[src/rtl/fep_pkg.sv]
// Purpose: constants, types and helpers for the flash fault and protection block
// Assumes: 8-bit register port, 24-bit global addresses
// Notes: protection settings load once from the boot interface
// Contract
// - set double fault flag on uncorrectable read or busy-block invalid read
// - double fault flag clears only on write of one; zero leaves it
// - single fault flag bit 0 sets on corrected or invalid read unless ignored
// - single fault flag clears only on write of one; zero has no effect
// - fault flags stored one cycle after read; software waits one instruction
// - normal mode: program-flash protection writes accepted only when region grows
// - special mode: all unreserved protection bits freely writable; the code still freezes high range size while high-range-disable is clear
// - program-flash protection loaded from configuration byte during reset sequence
// - double fault on that byte: polarity cleared, other bits set
// - program or erase of protected area refused, violation flag set
// - block erase refused if any sector of that block is protected
// - polarity and high-range-disable bits select the protection function
// - size code selects 2, 4 or 8 KB range ending at top address
// - high range size writable only while high-range-disable is set
// - normal mode: eeprom size only grows, open bit only one to zero
// - eeprom open bit zero protects size range; one disables protection
// - eeprom open bit and size loaded from configuration byte at reset
// - double fault on eeprom byte: open cleared, size bits set
// - eeprom size codes protect 32, 64, 96, 128 bytes from eeprom base
// - interrupt requested while single fault flag and its enable are set
// - while violation flag set, no command launch or write sequence
package fep_pkg;
    // register offsets
    localparam logic [4:0] OFS_CONFIG    = 5'h04;
    localparam logic [4:0] OFS_STATUS    = 5'h06;
    localparam logic [4:0] OFS_ERRSTAT   = 5'h07;
    localparam logic [4:0] OFS_PPROT     = 5'h08;
    localparam logic [4:0] OFS_EPROT     = 5'h09;
    // field positions
    localparam int ERR_SINGLE_BIT = 0;
    localparam int ERR_DOUBLE_BIT = 1;
    localparam int STAT_VIOL_BIT  = 4;
    localparam int CFG_IRQ_EN_BIT = 0;
    localparam int CFG_IGNORE_BIT = 4;
    localparam int PP_POL_BIT     = 7;
    localparam int PP_HDIS_BIT    = 5;
    localparam int PP_HS_LSB      = 3;
    localparam int EP_OPEN_BIT    = 7;
    localparam int EP_SIZE_LSB    = 0;
    // reset and fault values
    localparam logic [7:0] CONFIG_RESET = 8'h00;
    localparam logic [7:0] PPROT_FAULT  = 8'h7f;
    localparam logic [7:0] EPROT_FAULT  = 8'h03;
    localparam logic [7:0] EPROT_MASK   = 8'h83;
    // configuration byte addresses, for the boot loader
    localparam logic [23:0] CFG_PPROT_ADDR = 24'hff_fe0c;
    localparam logic [23:0] CFG_EPROT_ADDR = 24'hff_fe0d;
    // high range bases, all ending at the top address; then eeprom base and size step
    localparam logic [23:0] HR_BASE_2K = 24'hff_f800;
    localparam logic [23:0] HR_BASE_4K = 24'hff_f000;
    localparam logic [23:0] HR_BASE_8K = 24'hff_e000;
    localparam logic [23:0] EE_BASE    = 24'h10_0000;
    localparam logic [23:0] EE_STEP    = 24'h00_0020;
    // flag store latency after a read
    localparam int FLAG_DELAY_CYC = 1;

    typedef enum logic [1:0]
    {
        FEP_OP_PROGRAM     = 2'b00,
        FEP_OP_SECT_ERASE  = 2'b01,
        FEP_OP_BLOCK_ERASE = 2'b11
    } fep_op_t;

    typedef struct packed
    {
        logic single_fix;
        logic double_err;
        logic busy_invalid;
    } fep_ecc_t;

    typedef struct packed
    {
        logic        valid;
        fep_op_t     op;
        logic [23:0] addr;
    } fep_cmd_t;

    typedef struct packed
    {
        logic       load;
        logic [7:0] pprot;
        logic       pprot_fault;
        logic [7:0] eprot;
        logic       eprot_fault;
    } fep_boot_t;

    // 10 and 11 both mean 8 KB
    function automatic logic [1:0] fep_hs_eff(input logic [1:0] hs);
        fep_hs_eff = (hs == 2'b11) ? 2'b10 : hs;
    endfunction

    function automatic logic [23:0] fep_hr_base(input logic [1:0] hs);
        case (fep_hs_eff(hs))
            2'b00:   fep_hr_base = HR_BASE_2K;
            2'b01:   fep_hr_base = HR_BASE_4K;
            default: fep_hr_base = HR_BASE_8K;
        endcase
    endfunction

    function automatic logic [23:0] fep_ee_top(input logic [1:0] eeprom_prot_size);
        fep_ee_top = EE_BASE + (24'(eeprom_prot_size) + 24'h00_0001) * EE_STEP - 24'h00_0001;
    endfunction

    // true when setting nv protects at least what od protects
    function automatic logic fep_pf_covers(input logic [7:0] nv, input logic [7:0] od);
        logic       n_pol;
        logic       n_dis;
        logic       o_none;
        logic [1:0] n_hs;
        logic [1:0] o_hs;
        n_pol  = nv[PP_POL_BIT];
        n_dis  = nv[PP_HDIS_BIT];
        o_none = od[PP_POL_BIT] & od[PP_HDIS_BIT];
        n_hs   = fep_hs_eff(nv[PP_HS_LSB +: 2]);
        o_hs   = fep_hs_eff(od[PP_HS_LSB +: 2]);
        case ({n_pol, n_dis})
            2'b01:   fep_pf_covers = 1'b1;
            2'b11:   fep_pf_covers = o_none;
            2'b10:   fep_pf_covers = o_none | ((od[PP_POL_BIT] & ~od[PP_HDIS_BIT])
                                                & (n_hs >= o_hs));
            default: fep_pf_covers = o_none | ((~od[PP_POL_BIT] & ~od[PP_HDIS_BIT])
                                                & (n_hs <= o_hs));
        endcase
    endfunction
endpackage

[src/rtl/fep_guard.sv]
// Purpose: flash fault flags, protection registers and command screening
// Assumes: all inputs come from logic on clock; boot load arrives during reset sequence
// Notes: register port answers reads one cycle later, never stalls
//
// Added by the designer: strobed register access.
`timescale 1ns/1ns
`default_nettype none
module fep_guard
    import fep_pkg::*;
#(
    parameter logic [23:0] PF_BASE = 24'hfe_0000,
    parameter logic [23:0] EE_TOP  = 24'h10_01ff
)
(
    // clock and reset
    input  wire logic       clock,
    input  wire logic       reset,
    // register port
    input  wire logic [4:0] reg_addr,
    input  wire logic [7:0] reg_wdata,
    input  wire logic       reg_write,
    input  wire logic       reg_read,
    output logic      [7:0] reg_rdata,
    // chip mode
    input  wire logic       special_mode,
    // array read results
    input  wire fep_ecc_t   ecc_event,
    // configuration bytes from reset sequence
    input  wire fep_boot_t  boot,
    // command requests from the command controller
    input  wire fep_cmd_t   cmd,
    output logic            cmd_start,
    output logic            cmd_refused,
    output logic            launch_blocked,
    // interrupt request
    output logic            single_fault_irq
);

    fep_ecc_t   ecc_q;
    logic       double_fault_flag;
    logic       single_fault_flag;
    logic       protection_violation_flag;
    logic       ignore_single_fault;
    logic       single_fault_irq_enable;
    logic [7:0] pflash_protection;
    logic [7:0] eeprom_protection;
    logic [7:0] next_pprot;
    logic [7:0] next_eprot;
    logic [7:0] pp_cand;
    logic       wr_config;
    logic       wr_status;
    logic       wr_errstat;
    logic       wr_pprot;
    logic       wr_eprot;
    logic       clr_double;
    logic       clr_single;
    logic       clr_viol;
    logic       set_double;
    logic       set_single;
    logic       pf_hit;
    logic       ee_hit;
    logic       pf_addr_prot;
    logic       ee_addr_prot;
    logic       pf_any_prot;
    logic       ee_any_prot;
    logic       cmd_block;
    logic       prot_reject;

    assign wr_config  = reg_write && (reg_addr == OFS_CONFIG);
    assign wr_status  = reg_write && (reg_addr == OFS_STATUS);
    assign wr_errstat = reg_write && (reg_addr == OFS_ERRSTAT);
    assign wr_pprot   = reg_write && (reg_addr == OFS_PPROT);
    assign wr_eprot   = reg_write && (reg_addr == OFS_EPROT);
    assign clr_double = wr_errstat && reg_wdata[ERR_DOUBLE_BIT];
    assign clr_single = wr_errstat && reg_wdata[ERR_SINGLE_BIT];
    assign clr_viol   = wr_status && reg_wdata[STAT_VIOL_BIT];

    // read results held one cycle before the flags take them
    always_ff @(posedge clock)
    begin
        if (reset)
            ecc_q <= '0;
        else
            ecc_q <= ecc_event;
    end

    assign set_double = ecc_q.double_err | ecc_q.busy_invalid;
    assign set_single = ~ignore_single_fault
                        & (ecc_q.single_fix | ecc_q.busy_invalid);

    // a new event in the clearing cycle wins over the clear
    always_ff @(posedge clock)
    begin
        if (reset)
            double_fault_flag <= 1'b0;
        else if (set_double)
            double_fault_flag <= 1'b1;
        else if (clr_double)
            double_fault_flag <= 1'b0;
    end

    always_ff @(posedge clock)
    begin
        if (reset)
            single_fault_flag <= 1'b0;
        else if (set_single)
            single_fault_flag <= 1'b1;
        else if (clr_single)
            single_fault_flag <= 1'b0;
    end

    always_ff @(posedge clock)
    begin
        if (reset)
        begin
            ignore_single_fault     <= CONFIG_RESET[CFG_IGNORE_BIT];
            single_fault_irq_enable <= CONFIG_RESET[CFG_IRQ_EN_BIT];
        end
        else if (wr_config)
        begin
            ignore_single_fault     <= reg_wdata[CFG_IGNORE_BIT];
            single_fault_irq_enable <= reg_wdata[CFG_IRQ_EN_BIT];
        end
    end

    always_ff @(posedge clock)
    begin
        if (reset)
            single_fault_irq <= 1'b0;
        else
            single_fault_irq <= single_fault_flag & single_fault_irq_enable;
    end

    // size field frozen unless the disable bit is already set
    always_comb
    begin
        pp_cand = reg_wdata;
        if (!pflash_protection[PP_HDIS_BIT])
            pp_cand[PP_HS_LSB +: 2] = pflash_protection[PP_HS_LSB +: 2];
    end

    // reserved nonvolatile bits are kept as written; software keeps them erased
    always_comb
    begin
        next_pprot = pflash_protection;
        if (boot.load)
            next_pprot = boot.pprot_fault ? PPROT_FAULT : boot.pprot;
        else if (wr_pprot && special_mode)
            next_pprot = pp_cand;
        else if (wr_pprot && fep_pf_covers(pp_cand, pflash_protection))
            next_pprot = pp_cand;
    end

    always_comb
    begin
        next_eprot = eeprom_protection;
        if (boot.load)
        begin
            next_eprot = boot.eprot_fault ? EPROT_FAULT : (boot.eprot & EPROT_MASK);
        end
        else if (wr_eprot && special_mode)
            next_eprot = reg_wdata & EPROT_MASK;
        else if (wr_eprot)
        begin
            next_eprot[EP_OPEN_BIT] = eeprom_protection[EP_OPEN_BIT]
                                      & reg_wdata[EP_OPEN_BIT];
            if (reg_wdata[EP_SIZE_LSB +: 2] > eeprom_protection[EP_SIZE_LSB +: 2])
                next_eprot[EP_SIZE_LSB +: 2] = reg_wdata[EP_SIZE_LSB +: 2];
        end
    end

    // program flash fully protected, eeprom size range protected, until the reset sequence loads the real settings
    always_ff @(posedge clock)
    begin
        if (reset)
        begin
            pflash_protection <= PPROT_FAULT;
            eeprom_protection <= EPROT_FAULT;
        end
        else
        begin
            pflash_protection <= next_pprot;
            eeprom_protection <= next_eprot;
        end
    end

    // address screening
    assign pf_hit = (cmd.addr >= PF_BASE);
    assign ee_hit = (cmd.addr >= EE_BASE) && (cmd.addr <= EE_TOP);

    always_comb
    begin
        case ({pflash_protection[PP_POL_BIT], pflash_protection[PP_HDIS_BIT]})
            2'b11:   pf_addr_prot = 1'b0;
            2'b10:   pf_addr_prot = cmd.addr >= fep_hr_base(pflash_protection[PP_HS_LSB +: 2]);
            2'b01:   pf_addr_prot = 1'b1;
            default: pf_addr_prot = cmd.addr < fep_hr_base(pflash_protection[PP_HS_LSB +: 2]);
        endcase
    end

    assign ee_addr_prot = ~eeprom_protection[EP_OPEN_BIT]
                          && (cmd.addr <= fep_ee_top(eeprom_protection[EP_SIZE_LSB +: 2]));
    assign pf_any_prot  = ~(pflash_protection[PP_POL_BIT] & pflash_protection[PP_HDIS_BIT]);
    assign ee_any_prot  = ~eeprom_protection[EP_OPEN_BIT];
    assign cmd_block    = (cmd.op == FEP_OP_BLOCK_ERASE);

    always_comb
    begin
        if (cmd_block)
            prot_reject = (pf_hit && pf_any_prot) || (ee_hit && ee_any_prot);
        else
            prot_reject = (pf_hit && pf_addr_prot) || (ee_hit && ee_addr_prot);
    end

    // command decision; a set flag stops all launches
    always_ff @(posedge clock)
    begin
        if (reset)
        begin
            cmd_start   <= 1'b0;
            cmd_refused <= 1'b0;
        end
        else
        begin
            cmd_start   <= cmd.valid && !protection_violation_flag && !prot_reject;
            cmd_refused <= cmd.valid && (protection_violation_flag || prot_reject);
        end
    end

    always_ff @(posedge clock)
    begin
        if (reset)
            protection_violation_flag <= 1'b0;
        else if (cmd.valid && prot_reject)
            protection_violation_flag <= 1'b1;
        else if (clr_viol)
            protection_violation_flag <= 1'b0;
    end

    always_ff @(posedge clock)
    begin
        if (reset)
            launch_blocked <= 1'b0;
        else
            launch_blocked <= next_viol_view();
    end

    // mirrors the flag's next value so the pin tracks it exactly
    function automatic logic next_viol_view();
        if (cmd.valid && prot_reject)
            next_viol_view = 1'b1;
        else if (clr_viol)
            next_viol_view = 1'b0;
        else
            next_viol_view = protection_violation_flag;
    endfunction

    // read data valid only in the cycle after the strobe
    always_ff @(posedge clock)
    begin
        if (reset)
            reg_rdata <= 8'h00;
        else if (!reg_read)
            reg_rdata <= 8'h00;
        else
        begin
            case (reg_addr)
                OFS_CONFIG:  reg_rdata <= {3'h0, ignore_single_fault, 3'h0,
                                           single_fault_irq_enable};
                OFS_STATUS:  reg_rdata <= {3'h0, protection_violation_flag, 4'h0};
                OFS_ERRSTAT: reg_rdata <= {6'h00, double_fault_flag, single_fault_flag};
                OFS_PPROT:   reg_rdata <= pflash_protection;
                OFS_EPROT:   reg_rdata <= eeprom_protection & EPROT_MASK;
                default:     reg_rdata <= 8'h00;
            endcase
        end
    end

    // checks
    a_double_set_delay: assert property (
        @(posedge clock) disable iff (reset)
        ecc_event.double_err |-> ##2 double_fault_flag)
        else $error("double fault not stored two edges after read");

    a_double_zero_keep: assert property (
        @(posedge clock) disable iff (reset)
        (double_fault_flag && !clr_double) |=> double_fault_flag)
        else $error("double fault flag lost without a one written");

    a_single_set_flag: assert property (
        @(posedge clock) disable iff (reset)
        (ecc_q.single_fix && !ignore_single_fault) |=> single_fault_flag)
        else $error("single fault flag not set");

    a_single_ignored_clr: assert property (
        @(posedge clock) disable iff (reset)
        (!single_fault_flag && ignore_single_fault && !ecc_q.busy_invalid)
        |=> !single_fault_flag)
        else $error("single fault recorded while ignored");

    a_single_zero_keep: assert property (
        @(posedge clock) disable iff (reset)
        (single_fault_flag && !clr_single) |=> single_fault_flag)
        else $error("single fault flag lost without a one written");

    a_pprot_only_grows: assert property (
        @(posedge clock) disable iff (reset)
        (!special_mode && !boot.load)
        |=> fep_pf_covers(pflash_protection, $past(pflash_protection)))
        else $error("program flash protection shrank in normal mode");

    a_pprot_boot_fault: assert property (
        @(posedge clock) disable iff (reset)
        (boot.load && boot.pprot_fault) |=> (pflash_protection == PPROT_FAULT))
        else $error("program flash protection not forced on boot fault");

    a_hsize_locked: assert property (
        @(posedge clock) disable iff (reset)
        (!boot.load && !pflash_protection[PP_HDIS_BIT])
        |=> $stable(pflash_protection[PP_HS_LSB +: 2]))
        else $error("high range size changed while disable clear");

    a_eopen_no_rise: assert property (
        @(posedge clock) disable iff (reset)
        (!special_mode && !boot.load && !eeprom_protection[EP_OPEN_BIT])
        |=> !eeprom_protection[EP_OPEN_BIT])
        else $error("eeprom protection removed in normal mode");

    a_eprot_boot_fault: assert property (
        @(posedge clock) disable iff (reset)
        (boot.load && boot.eprot_fault) |=> (eeprom_protection == EPROT_FAULT))
        else $error("eeprom protection not forced on boot fault");

    a_viol_refuses_cmd: assert property (
        @(posedge clock) disable iff (reset)
        (cmd.valid && protection_violation_flag) |=> (cmd_refused && !cmd_start))
        else $error("command launched with violation flag set");

    a_block_erase_pf: assert property (
        @(posedge clock) disable iff (reset)
        (cmd.valid && cmd_block && pf_hit && pf_any_prot)
        |=> (!cmd_start && protection_violation_flag))
        else $error("protected block erase not refused");

    a_irq_follows_flag: assert property (
        @(posedge clock) disable iff (reset)
        (single_fault_flag && single_fault_irq_enable) ##1 single_fault_flag
        |-> single_fault_irq)
        else $error("single fault interrupt missing");

    a_irq_off_disabled: assert property (
        @(posedge clock) disable iff (reset)
        !single_fault_irq_enable |=> !single_fault_irq)
        else $error("single fault interrupt raised while disabled");

    a_double_clear_one: assert property (
        @(posedge clock) disable iff (reset)
        (clr_double && !set_double) |=> !double_fault_flag)
        else $error("double fault flag kept after a one written");

    a_single_clear_one: assert property (
        @(posedge clock) disable iff (reset)
        (clr_single && !set_single) |=> !single_fault_flag)
        else $error("single fault flag kept after a one written");

    a_refuse_sets_viol: assert property (
        @(posedge clock) disable iff (reset)
        (cmd.valid && prot_reject)
        |=> (cmd_refused && !cmd_start && protection_violation_flag))
        else $error("protected target not refused");

    a_cmd_one_answer: assert property (
        @(posedge clock) disable iff (reset)
        !(cmd_start && cmd_refused))
        else $error("command both started and refused");

    a_launch_tracks_flag: assert property (
        @(posedge clock) disable iff (reset)
        launch_blocked == protection_violation_flag)
        else $error("launch block output differs from violation flag");

endmodule
`default_nettype wire

[config.mk]
export PLATFORM = sky130hd
export DESIGN_NAME = fep_guard
export DESIGN_NICKNAME = d
export VERILOG_FILES = /design/src/rtl/fep_pkg.sv /design/src/rtl/fep_guard.sv
export SDC_FILE = /design/constraint.sdc
export NUM_CORES = 1
export LEC_CHECK = 0
export BUFFER_PORTS_ARGS = -buffer_cell sky130_fd_sc_hd__buf_4
export CORE_ASPECT_RATIO = 0.5
export CORE_MARGIN = 2
export CORE_UTILIZATION = 30
export DETAILED_ROUTE_END_ITERATION = 8
export PLACE_DENSITY = 0.62
export SYNTH_ARGS = -nofsm -noshare
export SYNTH_HDL_FRONTEND = slang
export SYNTH_SLANG_ARGS = --single-unit
export TNS_END_PERCENT = 30
[constraint.sdc]
create_clock -name clock -period 5.05 [get_ports clock]
set_input_delay 0 -clock clock [delete_from_list [all_inputs] [get_ports clock]]
set_output_delay 0 -clock clock [all_outputs]
set_load 0.1 [all_outputs]
# Yosys cells after proc, flatten, opt, wreduce, memory -nomap -nowiden
# Cells that the tools add are included.
totals:
  ff_bits: 30
  out_inout_bits: 12
  word_cells: 126
classes:
  addsub: 3
  n_lt_le_gt_ge: 9
  n_eq_ne: 15
  n_mux: 30
  bitwise_logic: 18
  n_reduce_logical: 36
ops:
  columns: ["cell", "n"]
  rows:
  - ["two-way mux 24 bit", 2]
  - ["two-way mux 8 bit", 6]
  - ["one-hot mux 8 bit (5 select lines)", 1]
  - ["one-hot mux 13 bit (2 select lines)", 1]
  - ["greater-or-equal comparator 24 x 21 -> 1 bit (second input constant)", 1]
  - ["greater-or-equal comparator 24 bit", 1]
  - ["greater-or-equal comparator 24 bit (second input constant)", 1]
  - ["<= comparator 24 x 21 -> 1 bit (second input constant)", 1]
  - ["<= comparator 24 bit", 1]
  - ["< comparator 24 bit", 1]
  - ["subtractor 22 x 1 -> 23 bit (second input constant)", 1]
  - ["adder 21 x 8 -> 22 bit (first input constant)", 1]
  - ["logical AND 1 bit", 21]
  - ["equality test 5 x 3 -> 1 bit (second input constant)", 3]
  - ["equality test 2 bit (second input constant)", 7]
  - ["two-way mux 2 bit", 6]
  - ["two-way mux 1 bit", 11]
  - ["equality test 5 x 4 -> 1 bit (second input constant)", 2]
  - ["nonzero test 3 bit", 3]
  - ["AND 1 bit", 8]
  - ["equality test 2 x 1 -> 1 bit (second input constant)", 3]
  - ["NOT 1 bit", 6]
  - ["one-hot mux 1 bit (3 select lines)", 2]
  - ["nonzero test 2 bit", 3]
  - ["other kinds (12)", 18]

# Depth between registers and ports, before layout
# Gate-level depths: netlist of the first run.
logic_depth:
  word_depth: 13
  ltp_mapped: 12

# Worst setup path after synthesis of the first run
# No wires, ideal clock.
synth_path:
  path_kind: "register to register"
  startpoint: "reg pflash_protection[5]"
  endpoint: "reg pflash_protection[7]"
  t_arrival_ps: 2474
  t_required_ps: 4950
  setup_slack_ps: 2477
  stages_incl_launch_ff: 12
  n_path_buf: 2
  path_cell_list: "dfxtp_1 -> clkbuf_1 -> o21ai_0 -> or2_2 -> ha_1 -> nand2b_1 -> a21oi_1 -> o311a_1 -> a211oi_2 -> buf_6 -> nor3_2 -> a2111oi_4"
synth_between:
  elab_chain_cells: 11
  elab_cells_between_ends: 18
  classes_between: "order compare (2); eq/ne (1); mux (5); bitwise (8); reduce/logical (2)"
synth_lines:
  columns: ["item", "line", "source"]
  rows:
  - ["start: declaration", "fep_guard.sv:45", "logic [7:0] pflash_protection;"]
  - ["start signal: assignment", "fep_guard.sv:182", "pflash_protection <= next_pprot;"]
  - ["two-way mux 2 bit", "fep_guard.sv:138", "if (!pflash_protection[PP_HDIS_BIT])"]
  - ["equality test 2 bit", "fep_pkg.sv:93", "fep_hs_eff = (hs == 2'b11) ? 2'b10 : hs;"]
  - ["two-way mux 2 bit", "fep_pkg.sv:93", null]
  - ["<= comparator 2 bit or greater-or-equal comparator 2 bit (tied branches)", "fep_pkg.sv:126, fep_pkg.sv:124", null]
  - ["AND 1 bit (on tied branches)", "fep_pkg.sv:126, fep_pkg.sv:124", null]
  - ["bitwise OR 1 bit (on tied branches)", "fep_pkg.sv:125, fep_pkg.sv:123", null]
  - ["one-hot mux 1 bit (3 select lines) *", "fep_pkg.sv:120", "case ({n_pol, n_dis})"]
  - ["two-way mux 1 bit *", "fep_guard.sv:148", "else if (wr_pprot && special_mode)"]
  - ["two-way mux 1 bit *", "fep_guard.sv:146", "if (boot.load)"]
  - ["logical AND 1 bit *", "fep_guard.sv:150", "else if (wr_pprot && fep_pf_covers(pp_cand, pflash_protection))"]
  - ["nonzero test 3 bit (no source line) *", null, null]
# Every way passes the cells marked *; elsewhere a longest branch is shown, timed or not. The select of a mux whose other input is x is not followed.
# A chain may end at the register's enable or synchronous reset.

# Worst setup path after layout of the first run
layout_path:
  startpoint: "reg pflash_protection[5]"
  endpoint: "reg pflash_protection[6]"
# Same word-level chain as after synthesis.

==> summary.txt, run 1 <==
status -> finished, final reports clean
HP Class -> input port to register
core area -> 6620 um2
Leak -> 1.26 nW
pwr dens -> 237 nW/um2
CP max stage delay -> 0.76 ns
CTS tree -> done
initial antenna violation count -> 0
largest area contributor in the netlist -> dfxtp_1
Synth Area per Inst -> 8.46 um2
Worst VDD drop -> 0.129 mV
Post-synth EDFFs -> 0
antenna-violating nets left -> 0
setup violators final -> 0
sequential share of the synthesized area -> 29.4%
post-CTS setup buffers -> 0
clock root buffer -> clkbuf_16
clock network power share -> 42.6%
IO Count -> 79
max cap viols -> 0
IO buf count -> 73
Skew-Pair Late Insertion Delay -> 0.27 ns
Final min period -> 3.28 ns
largest net degree at the start of global routing -> 25
slowest stage cell, crit path -> a211oi_2
Die X -> 121 um
WP data arrival -> 3.44 ns
most frequent cells in the layout -> buf_4 (73), dfxtp_1 (30), nor2_1 (24), ha_1 (18), a21oi_1 (16)
clk buf depth -> 2
# DRC -> 0
worst reg2reg setup slack -> 1.77 ns
RSZ-0062 raised after global routing -> false
WL/cell -> 13.0 um
n_diodes -> 0
cell row count -> 21
top_reg_cell synth -> dfxtp_1
H-tree Lvls -> 2
Ys Warns -> 0
Synth area leaders -> dfxtp_1 (29%), ha_1 (11%), nor2_1 (4.4%)
synthesized instance count -> 241
Int Pwr -> 512 uW
relative slew slack -> 39.6%
setup_tns -> 0 ns
Area growth, synth to finish -> 41.9%
Routed WL -> 5470 um
worst path bufs/invs -> 0
Worst EP required -> 5.21 ns
CP Cell Sequence -> o21ai_0, or2_2, ha_1, nand2b_1, a21oi_1, o311a_1, a211oi_2, nor2_1, a211o_1
Slew Limit Fails -> 0
Worst-Margin Slew -> 0.904 ns
CP Class -> register to register
Tcrit/Tclk final -> 65.0%
post-synth top area share -> 29.4%
Post-Syn Area -> 2040 um2
delay-heaviest family, CP -> compound AO/OA/AOI/OAI gates
vias per cell -> 4.97
GPL Wtd Cong -> 0.853
Flop pwr share -> 37.0%
f_max -> 305 MHz
first-pass GRT wire length -> 9090 um
Layout fillers -> 664
clk sinks -> 30
area occupied by multi-input gates -> 1370 um2
ys async rst share -> 0%
sw frac -> 25.3%
Startpoint Class -> register
Register Area -> 601 um2
share of layout cells above drive strength 1 -> 29.1%
clock slew at reported path FFs -> 0.05 ns
Final Instance Area -> 2890 um2
GRT overflow -> 0
Global Route Usage Sum -> 14.7%
final core occ -> 43.7%
final HPWL from detailed placement -> 4540 um
Post-Place Worst Slack -> 1.80 ns
vias in the first global route -> 2068
CTS Buf Count -> 5
register bit total from synthesis -> 30
Starting Density -> 30.8%
final hold viol count -> 0
post-CTS sizing -> 0
Crit Path Max Fanout -> 12
die area -> 7510 um2
Post-layout nets -> 411
Layout Skew -> 0.00620 ns
Synth cell types -> 60
commonest non-fill, non-tap cell in the layout -> buf_4
Setup crit end kind -> register
first-pass iteration count of the detailed router -> 6
worst setup margin -> 1.77 ns
switching power -> 174 uW
Comb pwr share -> 20.3%
Initial DRC Count -> 102
vias post-DR -> 2081
Area after DPL -> 2680 um2
Die H -> 62.3 um
what timing repair did:
item / CTS / global route
setup endpoints to repair: 0 / 0
endpoints found under the hold margin: 6 / 0
hold buffers: 6 / 0
stage by stage:
stage	total power, mW	std cells	hold WS [ns]
finish	0.686	419	0.0221
global route	0.719	419	0.0241
CTS	0.691	419	0.0161
detailed placement	0.394	405	0.218
global placement	0.389	405	0.221
floorplan	0.332	250	0.0643
power groups by stage:
stage	registers, mW	clock network, mW	logic, mW
finish	0.254	0.292	0.140
global route	0.255	0.309	0.155
CTS	0.254	0.297	0.140
detailed placement	0.258	0	0.135
global placement	0.258	0	0.131
floorplan	0.259	0	0.0733
final cells by class:
| cell class | instances | share of cell area, % |
|---|---|---|
| multi-input combinational | 197 | 47.3 |
| tap | 92 | 3.98 |
| clock buffer | 6 | 4.80 |
| inverter | 13 | 1.69 |
| timing repair buffer | 79 | 21.0 |
| clock inverter | 2 | 0.432 |
| sequential | 30 | 20.8 |
path summary, 6_finish.rpt:
check | start | endpoint | cells past startpoint
min reg2reg | pflash_protection[2] | pflash_protection[2] | 1
max reg2reg | pflash_protection[5] | pflash_protection[6] | 9
max | pflash_protection[5] | pflash_protection[6] | 9
min | reg_wdata[0] | single_fault_irq_enable | 3
routing by layer:
metal  part of all wire (%)  up-vias  global-route usage, %  routed length [um]
met3                    4.6       13                   3.03                 250
met1                     46      958                   18.6                2530
met2                     47       48                   25.2                2590
met5                      0        -                      0                   0
met4                    1.6        0                   4.80                  89
li1                       -     1062                      -                   -
worst register-to-register path, stage by stage (launching register included):
cell	delay, ns
dfxtp_1	0.56
o21ai_0	0.21
or2_2	0.33
ha_1	0.29
nand2b_1	0.10
a21oi_1	0.07
o311a_1	0.30
a211oi_2	0.76
nor2_1	0.21
a211o_1	0.34
Yosys cell counts (2+ instances only):
master     n
nand4_1    6
nand2_1   14
a22oi_1    2
a211o_1    4
nand2b_1   6
nor4_1     5
clkbuf_1   6
mux2_2     4
nand3_1    7
and2_1     4
o22ai_1    3
o22a_1     5
nand4b_1   2
dfxtp_1   30
a21oi_1   16
a211oi_1   2
a31oi_1    2
nor3_1     8
o21ai_0    7
nor2b_1    8
a311oi_1   2
nor2_1    24
o21ai_1    2
mux2i_1    5
inv_1     12
o21a_1     4
ha_1      18
logic make-up (layout without fill, tap and decap cells):
group / count (synthesis) / count (layout) / synth area share, %
compound gates: 61 / 61 / 22.1
fa+ha+maj: 18 / 18 / 11.0
buf+inv: 23 / 100 / 5.03
flops: 30 / 30 / 29.4
mux: 9 / 9 / 4.66
other cells: 1 / 10 / 0.184
simple gates: 99 / 99 / 27.5
flip-flops by register name, indices dropped and copies added (netlist names), 3 cells and up:
name	flops
eeprom_protection	3
reg_rdata	8
pflash_protection	8
ecc_q	3
Power figures use the tool's default switching activity.
==> inputs of run 2 (changes only) <==
clock period = 3.2 ns   (was 5.05 ns; I/O delays follow)
==> run 2 against run 1 <==
Register-to-register slack worse by 1.5 ns. Largest power group unchanged. Final area grew 2.2%. First-iteration DRC count grew 2.9%. Clock-buffer cell count unchanged. Sequential cell count is the same. Global-route usage is 0.51 points higher. Clock power is 110% higher. Clock skew shrank 0.0036 ns. Combinational power rose by 59%. Non-clock buffer count grew 2. Power grew 82%. Critical path depth grew 1.
==> summary.txt, run 2 (same netlist as run 1, synthesis figures left out) <==
status -> finished, final reports clean
# DRC -> 0 (unchanged)
vias per cell -> 5.01 (+0.96%)
GPL Wtd Cong -> 0.880 (+3.2%)
largest registers -> pflash_protection x8, reg_rdata x8
R2R Path Start -> pflash_protection[5]
die area -> 7510 um2 (unchanged)
Setup crit end kind -> register
Post-layout nets -> 413 (+0.49%)
Die H -> 62.3 um (unchanged)
hold path start -> boot[13]
cell row count -> 21 (unchanged)
post-CTS sizing -> 0 (unchanged)
Tcrit/Tclk final -> 91.8% (+27 points)
Global Route Usage Sum -> 15.3% (+0.51 points)
Worst-Margin Slew -> 0.726 ns (-0.178 ns)
Startpoint Class -> register
vias post-DR -> 2111 (+1.4%)
Worst VDD drop -> 0.217 mV (+69%)
Design Power -> 1.25 mW (+82%)
Die X -> 121 um (unchanged)
pwr dens -> 423 nW/um2 (+78%)
crit path launch -> pflash_protection[5]
routing usage on met1 -> 19.1% (+0.45 points)
final core occ -> 44.7% (+0.94 points)
Layout fillers -> 663 (-0.15%)
clk buf depth -> 2 (unchanged)
Starting Density -> 30.8% (unchanged)
relative slew slack -> 51.2% (+12 points)
WP data arrival -> 3.12 ns (-0.32 ns)
setup violators final -> 0 (unchanged)
first-pass GRT wire length -> 9320 um (+2.5%)
switching power -> 280 uW (+62%)
sw frac -> 22.5% (-2.9 points)
largest net degree at the start of global routing -> 25 (unchanged)
Layout Skew -> 0.00265 ns (-0.00355 ns)
Routed WL -> 5770 um (+5.6%)
first-pass iteration count of the detailed router -> 4 (-2)
Int Pwr -> 969 uW (+89%)
CP Cell Sequence -> o21ai_0, or2_2, ha_1, nand2b_1, a21oi_1, o311a_1, a211oi_2, buf_4, nor3_2, a2111oi_4
n_diodes -> 0 (unchanged)
area occupied by multi-input gates -> 1370 um2 (unchanged)
RSZ-0062 raised after global routing -> false
Crit Path Max Fanout -> 12 (unchanged)
CP Class -> register to register
setup_tns -> 0 ns (unchanged)
commonest non-fill, non-tap cell in the layout -> buf_4
Flop pwr share -> 32.1% (-4.9 points)
CTS tree -> done
initial antenna violation count -> 0 (unchanged)
Min Hold Slack -> 0.000765 ns (-0.0213 ns)
CP max stage delay -> 0.57 ns (-0.19 ns)
f_max -> 340 MHz (+12%)
slowest stage cell, crit path -> dfxtp_1
clock network power share -> 50.0% (+7.4 points)
Final min period -> 2.94 ns (-0.345 ns)
antenna-violating nets left -> 0 (unchanged)
clk sinks -> 30 (unchanged)
post-CTS setup buffers -> 0 (unchanged)
IO buf count -> 73 (unchanged)
M3 GR Usage -> 3.03% (unchanged)
Area growth, synth to finish -> 45.0%
gr busiest metal -> met2
Comb pwr share -> 17.9% (-2.4 points)
M2 GR Usage -> 26.3% (+1.1 points)
WL/cell -> 13.7 um (+5.1%)
Worst EP required -> 3.38 ns (-1.83 ns)
HP Class -> input port to register
final HPWL from detailed placement -> 4660 um (+2.6%)
Initial DRC Count -> 105 (+2.9%)
most frequent cells in the layout -> buf_4 (75), dfxtp_1 (30), nor2_1 (24), ha_1 (18), a21oi_1 (16)
Register Area -> 601 um2 (unchanged)
GRT overflow -> 0 (unchanged)
clock root buffer -> clkbuf_16
Skew-Pair Late Insertion Delay -> 0.27 ns (about the same)
max cap viols -> 0 (unchanged)
final hold viol count -> 0 (unchanged)
CTS Buf Count -> 5 (unchanged)
core area -> 6620 um2 (unchanged)
vias in the first global route -> 2094 (+1.3%)
clock slew at reported path FFs -> 0.05 ns (about the same)
Slew Limit Fails -> 0 (unchanged)
share of layout cells above drive strength 1 -> 29.5% (+0.43 points)
H-tree Lvls -> 2 (unchanged)
IO Count -> 79 (unchanged)
Leak -> 1.30 nW (+2.8%)
[run 2: cell count changes in the layout (fill, tap and decap cells not counted)]
cell / previous run / this run
buf_4: 73 / 75
bufinv_16: 0 / 2
clkinv_2: 1 / 0
clkinvlp_4: 1 / 0
[run 2: final cells by class]
type / count / share of cell area [%]
Clock inverter: 2 / 2.03
Sequential cell: 30 / 20.3
Multi-Input combinational cell: 197 / 46.3
Inverter: 13 / 1.65
Tap cell: 92 / 3.89
Clock buffer: 6 / 4.70
Timing Repair Buffer: 81 / 21.1
[run 2: final timing paths]
path	slack (ns)	cells past startpoint	endpoint
max	0.26	10	pflash_protection[7]
min	0.0008	3	pflash_protection[3]
max reg2reg	0.26	10	pflash_protection[7]
min reg2reg	0.44	2	double_fault_flag
[run 2: power groups by stage]
stage          Sequential (mW)  Clock, mW  Combinational (mW)
2_1_floorplan            0.409          0               0.116
3_3_place_gp             0.408          0               0.206
3_5_place_dp             0.408          0               0.215
4_1_cts                  0.400      0.637               0.222
5_1_grt                  0.402      0.656               0.246
6_report                 0.401      0.625               0.223
[run 2: worst max-delay path, delay by kind of cell, from the launching register on]
family                     cells  cell delay (ns)
AOI/OAI and AO/OA              5             1.26
DFF                            1             0.57
and+or+nand+nor                3             0.51
adders and majority gates      1             0.31
buffers and inverters          1             0.21
[run 2: through the flow]
step                worst slack [ns]  cells  area, um2
finish                         0.261    421       2960
global route                  0.0950    421       2960
CTS                            0.317    421       2960
detailed placement             0.379    407       2700
global placement               0.466    407       2700
floorplan                      0.627    250       2070
[run 2: repair_timing]
| action | 4_1_cts | 5_1_grt |
|---|---|---|
| endpoints found under the setup margin | 0 | 0 |
| endpoints found under the hold margin | 6 | 0 |
| hold buffers | 6 | 0 |
[run 2: metal layers]
layer	vias up	part of all wire, %
li1	1058	-
met1	1000	45
met2	47	48
met4	0	1.3
met5	-	0
met3	6	5.0
==> inputs of run 3 (changes only) <==
==> constraint.sdc (replaced) <==
create_clock -name clock -period 3.2 [get_ports clock]
set_input_delay 0.64 -clock clock [delete_from_list [all_inputs] [get_ports clock]]
set_output_delay 0.64 -clock clock [all_outputs]
set_load 0.1 [all_outputs]
==> run 3 against run 2 <==
Worst hold slack improved by 0.45 ns. Power decreased by 0.42%. Final cell count decreased by 1.4%. Critical endpoint unchanged. Largest cell class unchanged.
==> summary.txt, run 3 (same netlist as run 1, synthesis figures left out) <==
Routed WL -> 5610 um (-2.7%)
sw frac -> 22.5% (+0.081 points)
# DRC -> 0 (unchanged)
worst path bufs/invs -> 1 (unchanged)
share of layout cells above drive strength 1 -> 30.0% (+0.55 points)
clock slew at reported path FFs -> 0.05 ns (about the same)
CTS tree -> done
first-pass iteration count of the detailed router -> 4 (unchanged)
Starting Density -> 30.8% (unchanged)
R2R Path Start -> pflash_protection[5]
largest registers -> pflash_protection x8, reg_rdata x8
clock root buffer -> clkbuf_16
Slew Limit Fails -> 0 (unchanged)
relative slew slack -> 51.8% (+0.65 points)
die area -> 7510 um2 (unchanged)
CTS Buf Count -> 5 (unchanged)
Layout fillers -> 663 (unchanged)
Comb pwr share -> 17.3% (-0.6 points)
Leak -> 1.27 nW (-1.9%)
RSZ-0062 raised after global routing -> false
Int Pwr -> 964 uW (-0.52%)
Min Hold Slack -> 0.451 ns (+0.451 ns)
initial antenna violation count -> 0 (unchanged)
Setup crit end kind -> register
H-tree Lvls -> 2 (unchanged)
Layout Skew -> 0.00311 ns (+0.000466 ns)
n_diodes -> 0 (unchanged)
Final min period -> 2.82 ns (-0.119 ns)
WP data arrival -> 2.99 ns (-0.13 ns)
Area growth, synth to finish -> 42.0%
max cap viols -> 0 (unchanged)
clk buf depth -> 2 (unchanged)
post-CTS setup buffers -> 0 (unchanged)
Worst VDD drop -> 0.229 mV (+5.3%)
vias per cell -> 4.91 (-2.2%)
pwr dens -> 429 nW/um2 (+1.6%)
cell row count -> 21 (unchanged)
switching power -> 280 uW (about the same)
final hold viol count -> 0 (unchanged)
CP Cell Sequence -> o21ai_0, or2_2, ha_1, nand2b_1, a21oi_1, o311a_1, a211oi_2, buf_4, nor3_2, a2111oi_4
GPL Wtd Cong -> 0.855 (-2.9%)
setup_tns -> 0 ns (unchanged)
post-CTS sizing -> 0 (unchanged)
Startpoint Class -> register
cell depth of the worst setup path -> 10 (unchanged)
CP Class -> register to register
antenna-violating nets left -> 0 (unchanged)
Initial DRC Count -> 151 (+44%)
commonest non-fill, non-tap cell in the layout -> buf_4
hold path start -> pflash_protection[6]
f_max -> 355 MHz (+4.2%)
vias in the first global route -> 2000 (-4.5%)
Die H -> 62.3 um (unchanged)
Hold Crit Depth -> 1 (-2)
Die X -> 121 um (unchanged)
most frequent cells in the layout -> buf_4 (75), dfxtp_1 (30), nor2_1 (24), ha_1 (18), a21oi_1 (16)
hold worst-path end -> pflash_protection[6]
final HPWL from detailed placement -> 4560 um (-2.0%)
reg2reg end -> pflash_protection[7]
CTS Hold Buffers Added -> 0 (-6)
IO Count -> 79 (unchanged)
Worst-Margin Slew -> 0.716 ns (-0.00968 ns)
delay-heaviest family, CP -> compound AO/OA/AOI/OAI gates
R2R cell count -> 10 (unchanged)
status -> finished, final reports clean
Worst EP required -> 3.37 ns (about the same)
Global Route Usage Sum -> 15.3% (+0.059 points)
Post-layout nets -> 407 (-1.5%)
WL/cell -> 13.5 um (-1.3%)
clock network power share -> 50.5% (+0.5 points)
vias post-DR -> 2036 (-3.6%)
core area -> 6620 um2 (unchanged)
Skew-Pair Late Insertion Delay -> 0.28 ns (about the same)
setup violators final -> 0 (unchanged)
GRT overflow -> 0 (unchanged)
first-pass GRT wire length -> 9240 um (-0.88%)
Tcrit/Tclk final -> 88.1% (-3.7 points)
clk sinks -> 30 (unchanged)
CP max stage delay -> 0.58 ns (about the same)
HP Class -> register to register
Flop pwr share -> 32.2% (about the same)
worst reg2reg setup slack -> 0.38 ns (+0.12 ns)
largest net degree at the start of global routing -> 25 (unchanged)
IO buf count -> 73 (unchanged)
slowest stage cell, crit path -> dfxtp_1
Crit Path Max Fanout -> 12 (unchanged)
-- run 3: cell count changes in the layout (fill, tap and decap cells not counted) --
cell	previous run	this run
dlygate4sd3_1	6	0
-- run 3: routing by layer --
metal  wire (um)  vias to the layer above  GRT usage [%]
li1            -                     1049              -
met5           0                        -              0
met1        2620                      944           19.4
met2        2710                       38           26.1
met3         240                        5           3.77
met4          43                        0           4.07
-- run 3: layout make-up --
| type | count | area (um2) | share of cell area (%) |
|---|---|---|---|
| clock inverter | 2 | 60.1 | 2.07 |
| sequential | 30 | 601 | 20.7 |
| timing repair buffer | 75 | 563 | 19.4 |
| multi-input combinational | 197 | 1370 | 47.3 |
| inverter | 13 | 48.8 | 1.68 |
| tap | 92 | 115 | 3.97 |
| clock buffer | 6 | 139 | 4.79 |
-- run 3: worst max path at each step --
stage	to	from
finish	pflash_protection[7]	pflash_protection[5]
detailed placement	pflash_protection[7]	reg_wdata[4]
CTS	pflash_protection[7]	pflash_protection[5]
floorplan	pflash_protection[7]	reg_wdata[4]
global route	pflash_protection[7]	pflash_protection[5]
global placement	pflash_protection[7]	reg_wdata[4]
-- run 3: metrics by stage --
stage	area, um2	setup slack, ns	instances	util (%)	total power, mW
final	2900	0.380	415	43.7	1.24
after global placement	2700	0.298	407	40.7	0.614
after CTS	2900	0.397	415	43.7	1.26
after global routing	2900	0.252	415	43.7	1.30
after detailed placement	2700	0.255	407	40.7	0.623
after floorplan	2070	0.585	250	-	0.525
-- run 3: power by group through the flow --
stage,Combinational [mW],Clock [mW],Sequential (mW)
after CTS,0.216,0.639,0.400
after detailed placement,0.214,0,0.408
final,0.215,0.628,0.400
after global placement,0.206,0,0.408
after global routing,0.241,0.660,0.402
after floorplan,0.116,0,0.409
